`src/hw/bmsc_pkg.sv`:
```
// Shared constants for the buck mode and slew control block.
package bmsc_pkg;
    // -------------------------------------------------------------
    // Clock and timing
    // -------------------------------------------------------------
    localparam int CLK_PERIOD_NS = 100;
    localparam int STEP_TIME_NS = 32000;
    localparam int STEP_CYC = (STEP_TIME_NS + CLK_PERIOD_NS - 1) / CLK_PERIOD_NS;
    localparam int BLANK_TIMEOUT_NS = 1000000;
    localparam int BLANK_TIMEOUT_CYC = (BLANK_TIMEOUT_NS + CLK_PERIOD_NS - 1) / CLK_PERIOD_NS;
    localparam int BLANK_SW_CYCLES = 8;
    // Ultrasonic floor limits in clock cycles, one per floor selection code.
    localparam int US_LIMIT_0 = 400;
    localparam int US_LIMIT_1 = 350;
    localparam int US_LIMIT_2 = 300;
    localparam int US_LIMIT_3 = 250;
    localparam int GAP_W = 9;
    // -------------------------------------------------------------
    // Power-save selection codes
    // -------------------------------------------------------------
    localparam logic [1:0] PSV_CCM_A = 2'h0;
    localparam logic [1:0] PSV_PSAVE = 2'h1;
    localparam logic [1:0] PSV_ULTRA = 2'h2;
    localparam logic [1:0] PSV_CCM_B = 2'h3;
    // -------------------------------------------------------------
    // Comparator bit positions
    // -------------------------------------------------------------
    localparam int CMP_W = 11;
    localparam int CMP_BELOW80 = 0;
    localparam int CMP_ABOVE90 = 1;
    localparam int CMP_ABOVE120 = 2;
    localparam int CMP_BELOW110 = 3;
    localparam int CMP_ABOVE550 = 4;
    localparam int CMP_TRIP500 = 5;
    localparam int CMP_SWHIGH = 6;
    localparam int CMP_SUPPLYOK = 7;
    localparam int CMP_LIGHT = 8;
    localparam int CMP_ZERO = 9;
    localparam int CMP_ONDONE = 10;
    // -------------------------------------------------------------
    // Reference slew state machine
    // -------------------------------------------------------------
    typedef enum logic [1:0] {
        SL_IDLE = 2'h0,
        SL_STEP = 2'h1,
        SL_BLANK = 2'h3
    } bmsc_slew_e;
endpackage : bmsc_pkg

```
`src/hw/bmsc_cmp_if.sv`:
```
// Interface carrying synchronised comparator levels.
`timescale 1ns/1ps
interface bmsc_cmp_if #(parameter int W = bmsc_pkg::CMP_W);
    logic [W-1:0] level;
    modport src (output level);
    modport dst (input level);
endinterface : bmsc_cmp_if

```
`src/hw/bmsc_sync.sv`:
```
// Two-stage synchroniser bank for comparator results.
`timescale 1ns/1ps
module bmsc_sync #(
    parameter int W = bmsc_pkg::CMP_W
) (
    input wire logic core_clk,
    input wire logic rst_n,
    input wire logic clkEn,
    input wire logic [W-1:0] rawIn,
    bmsc_cmp_if.src cmp
);
    // -------------------------------------------------------------
    // Synchroniser stages
    // -------------------------------------------------------------
    genvar i;
    generate
        for (i = 0; i < W; i++) begin : g_sync
            logic meta_ff;
            logic hold_ff;
            // The first stage feeds only the second stage.
            always_ff @(posedge core_clk or negedge rst_n) begin
                if (!rst_n) begin
                    meta_ff <= 1'b0;
                    hold_ff <= 1'b0;
                end else if (clkEn) begin
                    meta_ff <= rawIn[i];
                    hold_ff <= meta_ff;
                end
            end
            assign cmp.level[i] = hold_ff;
        end
    endgenerate
endmodule : bmsc_sync

```
`src/hw/bmsc_top.sv`:
```
// Supervisory logic of the step-down controller: gates, output-good, slewing.
//
// Summary of operation
// [RULE1] Ultrasonic code enables a light-load frequency floor chosen by floor select.
// [RULE2] Gap timer between high pulses turns low gate on at the limit.
// [RULE3] Output-good drops below 80 percent, recovers above 90 percent.
// [RULE4] Output-good held low until soft-start is complete.
// [RULE5] Output-good drops above 120 percent, recovers below 110 percent.
// [RULE6] Supply lockout stops switching and floats both gate outputs.
// [RULE7] Power-on clear resets all state and the soft-start logic.
// [RULE8] In power save, feedback above 550 mV cancels it and turns low gate on.
// [RULE9] Feedback back at 500 mV starts a normal on-time cycle.
// [RULE10] Power save resumes on the next cycle if load stays light.
// [RULE11] Reference steps toward a new target, 32 us per step.
// [RULE12] Faults blanked while slewing until 8 switching cycles after target.
// [RULE13] Slewing forces discontinuous mode, previous mode restored after blanking.
// [RULE14] Blanking ends after 1 ms even without switching cycles.
// [RULE15] Discharge pull-down used only when slewing down, never up.
// [RULE16] Slew pull-down stops once the reference reaches its target.
// [RULE17] Disabled switching turns on the output shutdown pull-down.
// [RULE18] Shutdown pull-down stays on after the enable pin goes low.
// [RULE19] No shutdown pull-down unless enable was high since power-up.
// [RULE20] High gate starts slow, goes fast once switch node is above 0.5 V.
// [RULE21] Host should leave power save or use ultrasonic before slewing down.
// [RULE22] Power-save codes 01 and 10 enable light-load power save.
// [RULE23] Codes 00 and 11 force continuous conduction at all loads.
// [RULE24] All comparator results are synchronised before use.
`timescale 1ns/1ps
module bmsc_top #(
    parameter int TIMEOUT_CYC = bmsc_pkg::BLANK_TIMEOUT_CYC,
    parameter int REF_W = 8
) (
    input wire logic core_clk,
    input wire logic rst_n,
    input wire logic clkEn,
    input wire logic [1:0] powerSaveSelect,
    input wire logic [1:0] ultrasonicFloorSelect,
    input wire logic internalDischargeEnable,
    input wire logic [4:0] fineAdjustCode,
    input wire logic [2:0] marginCode,
    input wire logic switchEnable,
    input wire logic enablePin,
    input wire logic softStartDone,
    input wire logic [bmsc_pkg::CMP_W-1:0] cmpRaw,
    output logic highGateOut,
    output logic highGateOe,
    output logic highGateFast,
    output logic lowGateOut,
    output logic lowGateOe,
    output logic outputGoodOut,
    output logic outputGoodOe,
    output logic slewPullDown,
    output logic shutdownPullDown,
    output logic faultBlank,
    output logic discontinuousMode,
    output logic [REF_W-1:0] refLevel
);
    localparam int TO_W = $clog2(TIMEOUT_CYC + 1);
    localparam int GAP_W_L = bmsc_pkg::GAP_W;
    localparam int ST_W = $clog2(bmsc_pkg::STEP_CYC + 1);

    // -------------------------------------------------------------
    // Comparator synchronisation
    // -------------------------------------------------------------
    bmsc_cmp_if cmp ();

    // Every comparator passes two flops before any logic reads it.
    bmsc_sync #(.W(bmsc_pkg::CMP_W)) u_sync ( // [RULE24]
        .core_clk(core_clk),
        .rst_n(rst_n),
        .clkEn(clkEn),
        .rawIn(cmpRaw),
        .cmp(cmp.src)
    );

    // -------------------------------------------------------------
    // Decoded conditions
    // -------------------------------------------------------------
    logic hiOn_ff;
    logic loOn_ff;
    logic usLo_ff;
    logic gateOe_ff;
    logic hiFast_ff;
    logic smartHold_ff;
    logic pgUv_ff;
    logic pgOv_ff;
    logic pgLow_ff;
    logic enSeen_ff;
    logic shutPd_ff;
    logic slewPd_ff;
    logic blank_ff;
    logic dcm_ff;
    logic [GAP_W_L-1:0] gapCnt_ff;
    logic [REF_W-1:0] ref_ff;
    logic [ST_W-1:0] stepCnt_ff;
    logic [3:0] swCnt_ff;
    logic [TO_W-1:0] toCnt_ff;
    logic slewDown_ff;
    bmsc_pkg::bmsc_slew_e slew_ff;
    bmsc_pkg::bmsc_slew_e nxt_slew;

    wire supplyOk = cmp.level[bmsc_pkg::CMP_SUPPLYOK];
    wire trip = cmp.level[bmsc_pkg::CMP_TRIP500];
    wire onDone = cmp.level[bmsc_pkg::CMP_ONDONE];
    wire zeroCross = cmp.level[bmsc_pkg::CMP_ZERO];
    wire lightLoad = cmp.level[bmsc_pkg::CMP_LIGHT];
    // Switching runs only with supply above lockout and switching enabled.
    wire run = supplyOk & switchEnable; // [RULE6]
    // Codes 01 and 10 allow power save; 00 and 11 stay continuous except while slewing.
    wire psEnable = (powerSaveSelect == bmsc_pkg::PSV_PSAVE)
        | (powerSaveSelect == bmsc_pkg::PSV_ULTRA); // [RULE22] [RULE23]
    // Power save comes back by itself once the leakage hold has ended.
    wire psActive = psEnable & lightLoad & ~smartHold_ff; // [RULE10]
    wire usMode = (powerSaveSelect == bmsc_pkg::PSV_ULTRA) & psActive; // [RULE1]
    wire slewBusy = (slew_ff != bmsc_pkg::SL_IDLE);
    // Discontinuous while slewing, else whatever the selection asks for.
    wire discontinuous_mode = psActive | slewBusy; // [RULE13]
    wire smartSet = run & psEnable & lightLoad & ~smartHold_ff
        & cmp.level[bmsc_pkg::CMP_ABOVE550]; // [RULE8]

    // -------------------------------------------------------------
    // Gate sequencing
    // -------------------------------------------------------------
    wire [GAP_W_L-1:0] usLimit = (ultrasonicFloorSelect == 2'h0)
        ? GAP_W_L'(bmsc_pkg::US_LIMIT_0)
        : (ultrasonicFloorSelect == 2'h1) ? GAP_W_L'(bmsc_pkg::US_LIMIT_1)
        : (ultrasonicFloorSelect == 2'h2) ? GAP_W_L'(bmsc_pkg::US_LIMIT_2)
        : GAP_W_L'(bmsc_pkg::US_LIMIT_3); // [RULE1]
    // A new on-time starts at the 500 mV trip unless leakage discharge holds.
    wire startHi = run & trip & ~hiOn_ff & ~smartHold_ff & ~smartSet; // [RULE9]
    wire endHi = hiOn_ff & onDone;
    wire usFloorHit = run & usMode & ~hiOn_ff & ~loOn_ff
        & (gapCnt_ff >= usLimit); // [RULE2]
    wire loStart = endHi | usFloorHit | smartSet;
    wire loStop = startHi | (discontinuous_mode & zeroCross & ~smartHold_ff & ~usLo_ff);
    wire nxt_lo = run & (loStart | (loOn_ff & ~loStop));
    // A leakage event cuts a running on-time so it never leaves both gates on together.
    wire nxt_hi = run & (startHi | (hiOn_ff & ~onDone & ~smartSet)); // [RULE8]
    wire nxt_fast = nxt_hi & hiOn_ff & (hiFast_ff | cmp.level[bmsc_pkg::CMP_SWHIGH]);

    // Gate drive state and the interval timer between high pulses.
    always_ff @(posedge core_clk or negedge rst_n) begin
        if (!rst_n) begin
            hiOn_ff <= 1'b0;
            loOn_ff <= 1'b0;
            usLo_ff <= 1'b0;
            hiFast_ff <= 1'b0;
            gateOe_ff <= 1'b0;
            gapCnt_ff <= '0;
        end else if (clkEn) begin
            hiOn_ff <= nxt_hi;
            loOn_ff <= nxt_lo; // [RULE8]
            usLo_ff <= run & (usFloorHit | (usLo_ff & ~startHi));
            hiFast_ff <= nxt_fast; // [RULE20]
            gateOe_ff <= supplyOk; // [RULE6]
            if (startHi || usFloorHit) begin
                gapCnt_ff <= '0; // [RULE2]
            end else if (gapCnt_ff != '1) begin
                gapCnt_ff <= gapCnt_ff + 1'b1;
            end
        end
    end

    // Leakage hold: set above 550 mV, released at the 500 mV trip.
    always_ff @(posedge core_clk or negedge rst_n) begin
        if (!rst_n) begin
            smartHold_ff <= 1'b0;
        end else if (clkEn) begin
            smartHold_ff <= run & (smartSet | (smartHold_ff & ~trip)); // [RULE8] [RULE9]
        end
    end

    // -------------------------------------------------------------
    // Output-good with under- and over-voltage hysteresis
    // -------------------------------------------------------------
    wire nxt_uv = cmp.level[bmsc_pkg::CMP_BELOW80]
        | (pgUv_ff & ~cmp.level[bmsc_pkg::CMP_ABOVE90]); // [RULE3]
    wire nxt_ov = cmp.level[bmsc_pkg::CMP_ABOVE120]
        | (pgOv_ff & ~cmp.level[bmsc_pkg::CMP_BELOW110]); // [RULE5]
    wire nxt_pgLow = pgUv_ff | pgOv_ff | ~softStartDone | ~run; // [RULE4]

    // Fault flags and the open-drain pull-down of output-good.
    always_ff @(posedge core_clk or negedge rst_n) begin
        if (!rst_n) begin
            pgUv_ff <= 1'b0;
            pgOv_ff <= 1'b0;
            pgLow_ff <= 1'b1;
        end else if (clkEn) begin
            pgUv_ff <= nxt_uv;
            pgOv_ff <= nxt_ov;
            pgLow_ff <= nxt_pgLow;
        end
    end

    // -------------------------------------------------------------
    // Shutdown pull-down
    // -------------------------------------------------------------
    // Only an enable seen high since power-up arms the pull-down.
    wire nxt_shutPd = (enSeen_ff | enablePin) & ~run; // [RULE17] [RULE19]

    // The enable memory is cleared only by power-on clear.
    always_ff @(posedge core_clk or negedge rst_n) begin
        if (!rst_n) begin
            enSeen_ff <= 1'b0; // [RULE7] [RULE19]
            shutPd_ff <= 1'b0;
        end else if (clkEn) begin
            enSeen_ff <= enSeen_ff | enablePin; // [RULE18]
            shutPd_ff <= nxt_shutPd;
        end
    end

    // -------------------------------------------------------------
    // Reference slewing and fault blanking
    // -------------------------------------------------------------
    wire [REF_W-1:0] target = REF_W'({marginCode, fineAdjustCode});
    wire atTarget = (ref_ff == target);
    wire stepTick = (stepCnt_ff == ST_W'(bmsc_pkg::STEP_CYC - 1));
    wire swDone = startHi & (swCnt_ff == 4'(bmsc_pkg::BLANK_SW_CYCLES - 1));
    wire toDone = (toCnt_ff == TO_W'(TIMEOUT_CYC - 1));
    wire [REF_W-1:0] nxt_ref = (target < ref_ff) ? ref_ff - 1'b1 : ref_ff + 1'b1;
    // Pull-down only while stepping downward and enabled.
    wire nxt_slewPd = internalDischargeEnable & (nxt_slew == bmsc_pkg::SL_STEP)
        & (target < (stepTick ? nxt_ref : ref_ff)); // [RULE15] [RULE16]

    // Next state of the slew sequencer.
    always_comb begin
        nxt_slew = slew_ff;
        unique case (slew_ff)
            bmsc_pkg::SL_IDLE: begin
                if (run && !atTarget) begin
                    nxt_slew = bmsc_pkg::SL_STEP; // [RULE11]
                end
            end
            bmsc_pkg::SL_STEP: begin
                if (stepTick && nxt_ref == target) begin
                    nxt_slew = bmsc_pkg::SL_BLANK; // [RULE12]
                end
            end
            bmsc_pkg::SL_BLANK: begin
                if (!atTarget) begin
                    nxt_slew = bmsc_pkg::SL_STEP;
                end else if (swDone || toDone) begin
                    nxt_slew = bmsc_pkg::SL_IDLE; // [RULE12] [RULE14]
                end
            end
            default: begin
                nxt_slew = bmsc_pkg::SL_IDLE;
            end
        endcase
        if (!run) begin
            nxt_slew = bmsc_pkg::SL_IDLE;
        end
    end

    // Reference level, step timer and blanking counters.
    always_ff @(posedge core_clk or negedge rst_n) begin
        if (!rst_n) begin
            slew_ff <= bmsc_pkg::SL_IDLE;
            ref_ff <= '0;
            stepCnt_ff <= '0;
            swCnt_ff <= '0;
            toCnt_ff <= '0;
        end else if (clkEn) begin
            slew_ff <= nxt_slew;
            if (!run) begin
                ref_ff <= target;
            end else if (slew_ff == bmsc_pkg::SL_STEP && stepTick) begin
                ref_ff <= nxt_ref; // [RULE11]
            end
            stepCnt_ff <= (slew_ff == bmsc_pkg::SL_STEP && !stepTick)
                ? stepCnt_ff + 1'b1 : '0;
            if (slew_ff != bmsc_pkg::SL_BLANK) begin
                swCnt_ff <= '0;
                toCnt_ff <= '0;
            end else begin
                swCnt_ff <= swCnt_ff + 4'(startHi);
                toCnt_ff <= toCnt_ff + 1'b1; // [RULE14]
            end
        end
    end

    // Registered copies of the slew outputs.
    always_ff @(posedge core_clk or negedge rst_n) begin
        if (!rst_n) begin
            slewPd_ff <= 1'b0;
            blank_ff <= 1'b0;
            dcm_ff <= 1'b0;
            slewDown_ff <= 1'b0;
        end else if (clkEn) begin
            slewPd_ff <= nxt_slewPd;
            blank_ff <= (nxt_slew != bmsc_pkg::SL_IDLE);
            dcm_ff <= discontinuous_mode;
            slewDown_ff <= (target < ref_ff);
        end
    end

    // -------------------------------------------------------------
    // Output assignments
    // -------------------------------------------------------------
    assign highGateOut = hiOn_ff;
    assign highGateOe = gateOe_ff;
    assign highGateFast = hiFast_ff;
    assign lowGateOut = loOn_ff;
    assign lowGateOe = gateOe_ff;
    assign outputGoodOut = 1'b0;
    assign outputGoodOe = pgLow_ff;
    assign slewPullDown = slewPd_ff;
    assign shutdownPullDown = shutPd_ff;
    assign faultBlank = blank_ff;
    assign discontinuousMode = dcm_ff;
    assign refLevel = ref_ff;
endmodule : bmsc_top

```
`config.mk`:
```
export PLATFORM = sky130hd
export DESIGN_NAME = bmsc_top
export DESIGN_NICKNAME = d
export VERILOG_FILES = /design/src/hw/bmsc_pkg.sv /design/src/hw/bmsc_cmp_if.sv /design/src/hw/bmsc_sync.sv /design/src/hw/bmsc_top.sv
export SDC_FILE = /design/constraint.sdc
export NUM_CORES = 1
export LEC_CHECK = 0
export BUFFER_PORTS_ARGS = -buffer_cell sky130_fd_sc_hd__buf_2
export CAP_MARGIN = 20
export CORE_ASPECT_RATIO = 0.75
export CORE_UTILIZATION = 23
export DETAILED_ROUTE_END_ITERATION = 16
export PLACE_DENSITY = 0.39
export SETUP_SLACK_MARGIN = 0.4
export SLEW_MARGIN = 0
export SYNTH_ARGS = -nofsm -noshare
export SYNTH_HDL_FRONTEND = slang
export SYNTH_SLANG_ARGS = --single-unit
```
`constraint.sdc`:
```
create_clock -name core_clk -period 4.63 [get_ports core_clk]
set_clock_uncertainty 0.05 [all_clocks]
set_input_delay 0.2315 -clock core_clk [delete_from_list [all_inputs] [get_ports core_clk]]
set_output_delay 0.2315 -clock core_clk [all_outputs]
set_load 0.01 [all_outputs]
```
# After elaboration in Yosys (flattened, before gate mapping)
# Index checks and enable logic that the tools add are counted.
# totals
register_bits,82
in_bits,30
output_inout_bits,19
elab_cells,165
# classes
addsub,6
n_lt_le_gt_ge,3
n_eq_ne,15
n_mux,18
bitwise_logic,66
reduce_logical,15
# ops
op,count
$mux W9,6
$and A1 B1 Y1,37
$mux W8,4
$add A9 B1 Y9 const B,2
$eq A8 B8 Y1,2
$lt A8 B8 Y1,2
$or A1 B1 Y1,16
$add A14 B1 Y14 const B,1
$eq A14 B14 Y1 const B,1
$mux W14,1
$not A1 Y1,13
$mux W2,5
$eq A9 B9 Y1 const B,1
$ge A9 B9 Y1,1
$ne A9 B9 Y1 const B,1
$add A8 B1 Y8 const B,1
$eq A2 B1 Y1 const B,4
$sub A8 B1 Y8 const B,1
$eq A2 B2 Y1 const B,3
$pmux W2 S3,1
$reduce_bool A2 Y1,3
$add A4 B1 Y4,1
$eq A4 B3 Y1 const B,1
$logic_and A1 B1 Y1,4
other kinds (7),11

# Depth between registers and ports, before layout
# Gate-level depths: netlist of run 1.
# logic_depth
word_depth,17
mapped_depth,23
ltp_nobuf,23

# By module
# A second synthesis of run 1 with hierarchy kept.
# hier_totals
hier_cells,539
hier_area_um2,5162.5
# modules_own_cells
module,instances,cells_each,area_per_inst_um2,seq_area_each_um2
bmsc_top,1,482,4259.1,1502.7
bmsc_sync,1,57,903.4,550.5

# Least setup slack after synthesis of run 1
# No wires, ideal clock.
# synth_path
path_kind,flip-flop to flip-flop
start,"register ref_ff[1], in the netlist refLevel[1]"
end,"register slewPd_ff, in the netlist slewPullDown"
setup_time_ns,0.078
t_arrival_ns,4.137
required_time_ns,4.502
setup_slack_ns,0.365
stages_incl_launch_ff,23
path_buffers,0
period_less_slack_ns,4.265
cell_sequence,dfrtp_1 inv_1 ha_1 nand2b_1 a21oi_1 nor2_1 nor2_1 or2_2 inv_1 ha_1 a211o_1 and2_1 o21a_1 o41ai_2 xnor2_1 mux2i_1 ha_1 nor2b_1 nor4b_1 o211ai_1 a211oi_2 o22ai_1 o2bb2ai_1
# synth_via
elab_chain_len,10
# synth_lines
element,line,text
start: declaration,bmsc_top.sv:94,logic [REF_W-1:0] ref_ff;
start signal: assignment,bmsc_top.sv:266,ref_ff <= target;
start signal: assignment,bmsc_top.sv:268,ref_ff <= nxt_ref;
$add A8 B1 Y8 (tied with other cells),bmsc_top.sv:220,wire [REF_W-1:0] nxt_ref = (target < ref_ff) ? ref_ff - 1'b1 : ref_ff + 1'b1;
$mux W8,bmsc_top.sv:220,
$eq A8 B8 Y1,bmsc_top.sv:235,if (stepTick && nxt_ref == target) begin
$logic_and A1 B1 Y1,bmsc_top.sv:235,
$mux W2,bmsc_top.sv:235,
$pmux W2 S3,bmsc_top.sv:228,unique case (slew_ff)
$mux W2,bmsc_top.sv:250,if (!run) begin
$eq A2 B1 Y1,bmsc_top.sv:222,wire nxt_slewPd = internalDischargeEnable & (nxt_slew == bmsc_pkg::SL_STEP)
$and A1 B1 Y1,bmsc_top.sv:222,
$and A1 B1 Y1 (*),bmsc_top.sv:223,& (target < (stepTick ? nxt_ref : ref_ff));
end signal: assignment,bmsc_top.sv:290,slewPd_ff <= nxt_slewPd;
end: declaration,bmsc_top.sv:90,logic slewPd_ff;
# Mark *: on every way between the ends. The rest lies on a longest branch, timed or not.
# A chain may end at the register's enable or synchronous reset.

# Worst setup path in the final report of run 1
# layout_path
start,"register ref_ff[5], in the netlist refLevel[5]"
end,"register slewPd_ff, in the netlist slewPullDown"
# Same word-level chain as after synthesis.

==> results of run 1 <==
## worst max-delay path, stage by stage, from the launching register on
cell and delay (ns):
dfrtp_1 0.35, inv_1 0.06, ha_1 0.30, a21oi_2 0.14, o21ai_2 0.09, or2_4 0.29, inv_6 0.08, ha_4 0.19
a211o_1 0.27, and2_4 0.15, o21a_1 0.19, o41ai_2 0.28, xnor2_1 0.19, mux2i_1 0.10, ha_1 0.33, nor2b_4 0.14
nor4b_4 0.20, o211ai_1 0.16, a211oi_2 0.23, o22ai_1 0.10, o2bb2ai_1 0.13
## sequential cells by signal, indices dropped and copies added (netlist names), 2 cells and up
| register | count |
|---|---|
| toCnt_ff | 14 |
| u_sync.g_sync.hold_ff | 11 |
| u_sync.g_sync.meta_ff | 11 |
| gapCnt_ff | 9 |
| stepCnt_ff | 9 |
| refLevel | 8 |
| swCnt_ff | 4 |
| slew_ff | 2 |
## cells in the final DEF, fill, tap and decap left out, types with 3 or more instances in the layout
cell type and count:
xnor2_1 13, o22ai_1 5, o2bb2ai_1 6, o31ai_1 4, o21ai_0 24, nor2b_1 5, inv_6 4, inv_1 19
clkbuf_16 9, and3_1 11, ha_4 5, nand2_1 40, mux2i_1 7, o21ai_1 5, a211oi_1 5, nor3_1 10
ha_1 34, nor2_1 59, a2111oi_0 3, a21oi_2 4, o211ai_1 3, a21oi_1 31, nand2b_1 8, or2_2 3
o21a_1 6, inv_2 3, buf_2 46, nand3_1 16, dfrtp_1 81, nand4_1 14, mux2_2 24, xor2_1 16
buf_4 26, a21o_1 3, nor3b_1 3
## what timing repair did
action | in CTS | in global routing
setup endpoints to repair | 1 | 1
buffers inserted | 12 | 3
pin swaps | 11 | 15
resized for setup | 20 | 7
hold buffers | 1 | 0
endpoints found under the hold margin | 57 | 0
## report_power, final
group	total [mW]	leakage (nW)	internal, mW	switching [mW]
combinational	1.59	1.50	0.730	0.863
clock	0.687	0.134	0.369	0.318
sequential	0.885	1.04	0.809	0.0763
## area by class of cell
cell class                 instances  share of cell area
inverter                          23              0.0148
sequential                        82               0.333
clock buffer                      10              0.0372
timing repair buffer              73              0.0707
clock inverter                     6             0.00772
tap                              288              0.0585
multi-input combinational        407               0.478
## worst paths after layout
kind	to	depth (start not counted)	start	slack [ns]
min in group asynchronous	gapCnt_ff[4]$_DFFE_PN0P_	2	rst_n	0.46
max reg2reg	slewPullDown$_DFFE_PN0P_	20	refLevel[5]$_DFFE_PN0P_	0.53
max	slewPullDown$_DFFE_PN0P_	20	refLevel[5]$_DFFE_PN0P_	0.53
min reg2reg	enSeen_ff$_DFFE_PN0P_	1	enSeen_ff$_DFFE_PN0P_	0.41
min	enSeen_ff$_DFFE_PN0P_	2	enablePin	0.05
max in group asynchronous	swCnt_ff[3]$_DFFE_PN0P_	3	rst_n	3.14
## stage by stage
stage	hold slack [ns]	total power [mW]	instances	utilization
2_1_floorplan	-0.114	1.83	532	-
3_3_place_gp	0.317	2.20	857	0.264
3_5_place_dp	0.320	2.20	857	0.264
4_1_cts	0.0318	3.11	886	0.287
5_1_grt	0.0212	3.41	889	0.289
6_report	0.0456	3.17	889	0.289
## routing by layer
metal / vias to the layer above / track usage
met5: - / 0
met4: 0 / 0.0281
met3: 9 / 0.0361
met2: 70 / 0.207
met1: 1999 / 0.171
li1: 2032 / -
## kinds of logic (layout without fill, tap and decap cells)
group / Yosys count / after routing / share of synthesized area
compound gates: 118 / 118 / 0.153
xor+xnor: 29 / 29 / 0.0504
fa+ha+maj: 41 / 41 / 0.103
buf+inv: 43 / 112 / 0.0345
flops: 82 / 82 / 0.408
mux: 31 / 31 / 0.0676
other cells: 1 / 1 / 0.000745
simple gates: 187 / 187 / 0.183
==> results.cfg, run 1 <==
[clock_network]
htree_levels = 3
clkTransAtPathRegs_ns = 0.07
cts_made_buffers = 9
root_buffer = clkbuf_16
clock_path_buffers = 2
cts_tree = built
clock_latency_ns = 0.35
cts.sinks = 82

[layout]
multi_input_area_sq_mm = 0.00294
final_nets = 667
syn_to_final_growth_pct = 22.4
n_antenna_cell = 0
regArea_sq_mm = 0.00205
drive_gt1_frac = 0.241
fill_cells = 2289
final_area_sq_mm = 0.00616

[synthesis]
syn_area_sq_mm = 0.00503
ys_seq_elements = 82
synth_nets = 603
yosysUniqueCellTypes = 58
synth_top_area_frac = 0.403
yosys-top-cells-count = dfrtp_1 (81), nor2_1 (59), ha_1 (40), nand2_1 (40), a21oi_1 (36)
seq_area_frac_synth = 0.408
async_flop_share = 1.00
yosys_warnings = 0
synthCells = 532
avgSynthCellArea_sq_um = 9.46
synth_top_area_cell = dfrtp_1
synth_edf_count = 0
yosys-top-cells-area = dfrtp_1 (40%), ha_1 (9.9%), mux2_2 (5.4%)
yosysMostFrequentCell = dfrtp_1
synth_flop_cell = dfrtp_1

[sta]
finalWorstSetupSlack_ns = 0.529
rsz0062_at_grt = true
period_needed_ns = 4.10
final-setup-viol-count = 0
worstMarginPinSlew_ns = 0.894
slew_headroom = 0.389
maxSlewViolCount = 0
tns_ns = 0
fmax_mhz = 244
fin_crit_sh = 0.886
hold_viol = 0

[min_path]
min-delay-path-class = in -> reg

[global_route]
grt_max_degree = 60
grt_pass1_vias = 4136
track_usage = 0.128
antenna_found_initial = 0
grt_pass1_wl_um = 22500
overflow = 0

[route]
first_pass_iters = 4
dr.max_layer_used = met4
routed_wl_um = 13400
via_count = 4110
dr_wl_met3_um = 525
via_per_inst = 4.62
antenna_left = 0
routedWlPerCell_um = 15.1
drtIter0Drc = 189
drc = 0
met1Wirelength_um = 6770
wl_met2_um = 6020

[status]
run_status = complete, no violations

[setup_path]
cp-start-kind = register
critPathKind = reg -> reg
critPathArrivalTime_ns = 4.32
cp-end-kind = register
cp.required_ns = 4.85
cp_max_fo = 4

[floorplan]
fp.dieH_um = 130
rows = 46
io_pins = 49
die_area_sq_mm = 0.0225
design.core.area_sq_mm = 0.0213
initial_core_util = 0.236
dieWidth_um = 173

[placed_design]
place_congestion = 0.798
portBuffers = 47
dp_slack_ns = 0.0391
dp_hpwl_um = 9540
dpl-instance-area_sq_mm = 0.00562

[power_and_ir_drop]
power_density_mw_per_mm2 = 514
irDropWorstVdd_mv = 0.188
leakage_nw = 2.67

[job]
max_cap_viol_count = 0
No activity file was read; power rests on OpenSTA's default activity.
==> inputs of run 2 (changes only) <==
--- a/config.mk
+++ b/config.mk
@@ -6,4 +6,5 @@
 export NUM_CORES = 1
 export LEC_CHECK = 0
+export ABC_CLOCK_PERIOD_IN_PS = 4630
 export BUFFER_PORTS_ARGS = -buffer_cell sky130_fd_sc_hd__buf_2
 export CAP_MARGIN = 20
--- a/constraint.sdc
+++ b/constraint.sdc
@@ -3,3 +3,3 @@
 set_input_delay 0.2315 -clock core_clk [delete_from_list [all_inputs] [get_ports core_clk]]
 set_output_delay 0.2315 -clock core_clk [all_outputs]
-set_load 0.01 [all_outputs]
+set_load 0.005 [all_outputs]
==> results.cfg, run 2 (synthesis results as in run 1) <==
[min_path]
hp-start = enablePin
min-delay-path-class = in -> reg
min_to = enSeen_ff$_DFFE_PN0P_
whs_path_depth = 2

[global_route]
overflow = 0
grt.busiest_layer = met2
grt_pass1_vias = 4127
grt_max_degree = 46
grt_pass1_wl_um = 22100
antenna_found_initial = 0
track_usage = 0.126
met1_usage = 0.169
use_met2 = 0.200
met3_usage = 0.0303

[placed_design]
dp_hpwl_um = 9730
dpl-instance-area_sq_mm = 0.00561
place_congestion = 0.783
portBuffers = 47
dp_slack_ns = 0.0211
placed_cells = 855

[route]
via_per_inst = 4.63
antenna_left = 0
routed_wl_um = 13600
routedWlPerCell_um = 15.3
drtIter0Drc = 247
drc = 0
via_count = 4114
first_pass_iters = 4

[setup_path]
critPathArrivalTime_ns = 4.39
critPathKind = reg -> reg
cp.required_ns = 4.85
r2r_start = refLevel[2]$_DFFE_PN0P_
worst_r2r_path_depth = 22
path_cells = inv_2 -> ha_4 -> o21ai_2 -> a21oi_2 -> nor2_1 -> nor2_1 -> or2_4 -> fa_1 -> nand2b_1 -> a21oi_4 -> a21o_1 -> a21oi_1 -> xnor2_1 -> a21oi_1 -> ha_1 -> a21oi_2 -> nor2b_1 -> nor4b_2 -> o211ai_1 -> a211oi_2 -> o22ai_1 -> o2bb2ai_1
rr_endpoint = slewPullDown$_DFFE_PN0P_
crit_buf_inv = 1
crit_path_max_incr_delay_ns = 0.41
slowest_stage = fa_1
cp_max_fo = 2
cp-end-kind = register
r2r_slack_ns = 0.46
cp-start-kind = register
crit_family = compound AO/OA/AOI/OAI gates

[power_and_ir_drop]
leakage_nw = 2.68
total_power_mw = 3.16
irDropWorstVdd_mv = 0.208
power_density_mw_per_mm2 = 513

[clock_network]
clkTransAtPathRegs_ns = 0.07
root_buffer = clkbuf_16
cts_tree = built
cts.sinks = 82
cts_made_buffers = 9
clock_path_buffers = 2
clock_latency_ns = 0.35
htree_levels = 3

[floorplan]
initial_core_util = 0.236
rows = 46
die_area_sq_mm = 0.0225
io_pins = 49
dieWidth_um = 173
fp.dieH_um = 130
design.core.area_sq_mm = 0.0213

[layout]
final_area_sq_mm = 0.00616
largest_register_ff_count = 14
syn_to_final_growth_pct = 22.3
final_util = 0.289
top_regs = toCnt_ff (14), u_sync.g_sync.hold_ff (11), u_sync.g_sync.meta_ff (11)
drive_gt1_frac = 0.236
n_antenna_cell = 0
top_register = toCnt_ff
stdcell_count = 889
mostFrequentLayoutCell = dfrtp_1
layout_common_cells = dfrtp_1 (81), nor2_1 (59), buf_2 (46), nand2_1 (40), ha_1 (35)
final_nets = 667

[sta]
fin_crit_sh = 0.900
slew_headroom = 0.395
final-setup-viol-count = 0
period_needed_ns = 4.17
rsz0062_at_grt = true
hold_ws_ns = 0.0554
finalWorstSetupSlack_ns = 0.462
maxSlewViolCount = 0
fmax_mhz = 240
hold_viol = 0
tns_ns = 0
worstMarginPinSlew_ns = 0.900

[job]
max_cap_viol_count = 0

[status]
run_status = complete, no violations
-- run 2: routing by layer --
metal | vias up | part of all wire
li1 | 2028 | -
met3 | 10 | 0.031
met2 | 45 | 0.45
met4 | 0 | 0.0098
met1 | 2031 | 0.51
met5 | - | 0
-- run 2: cell type report --
class	instances	area [sq um]
clock buffers	9	225
repair buffers	73	439
fillers	2280	15100
clock inverters	7	76.3
well taps	288	360
multi-input cells	407	2920
flip-flops and latches	82	2050
inverters	23	88.8
-- run 2: how the worst max path moves through the flow --
stage / from / to / cells past startpoint / slack, ns
after global placement: refLevel[2]$_DFFE_PN0P_ / slewPullDown$_DFFE_PN0P_ / 24 / 0.12
after global routing: refLevel[2]$_DFFE_PN0P_ / slewPullDown$_DFFE_PN0P_ / 22 / 0.20
final: refLevel[2]$_DFFE_PN0P_ / slewPullDown$_DFFE_PN0P_ / 22 / 0.46
after detailed placement: refLevel[1]$_DFFE_PN0P_ / slewPullDown$_DFFE_PN0P_ / 22 / 0.02
after floorplan: refLevel[1]$_DFFE_PN0P_ / slewPullDown$_DFFE_PN0P_ / 22 / 0.41
after CTS: refLevel[2]$_DFFE_PN0P_ / slewPullDown$_DFFE_PN0P_ / 22 / 0.28
-- run 2: power by group --
part	total, mW	switching, mW	internal [mW]
registers	0.887	0.0787	0.809
clock network	0.729	0.344	0.385
logic	1.54	0.839	0.702
total	3.16	1.26	1.90
-- run 2: repair_timing --
item,in CTS,in global routing
pin swaps,12,8
gates resized for setup,18,4
endpoints found under the hold margin,37,0
cloned,0,0
buffers inserted,12,5
hold buffers,1,0
endpoints found under the setup margin,1,1
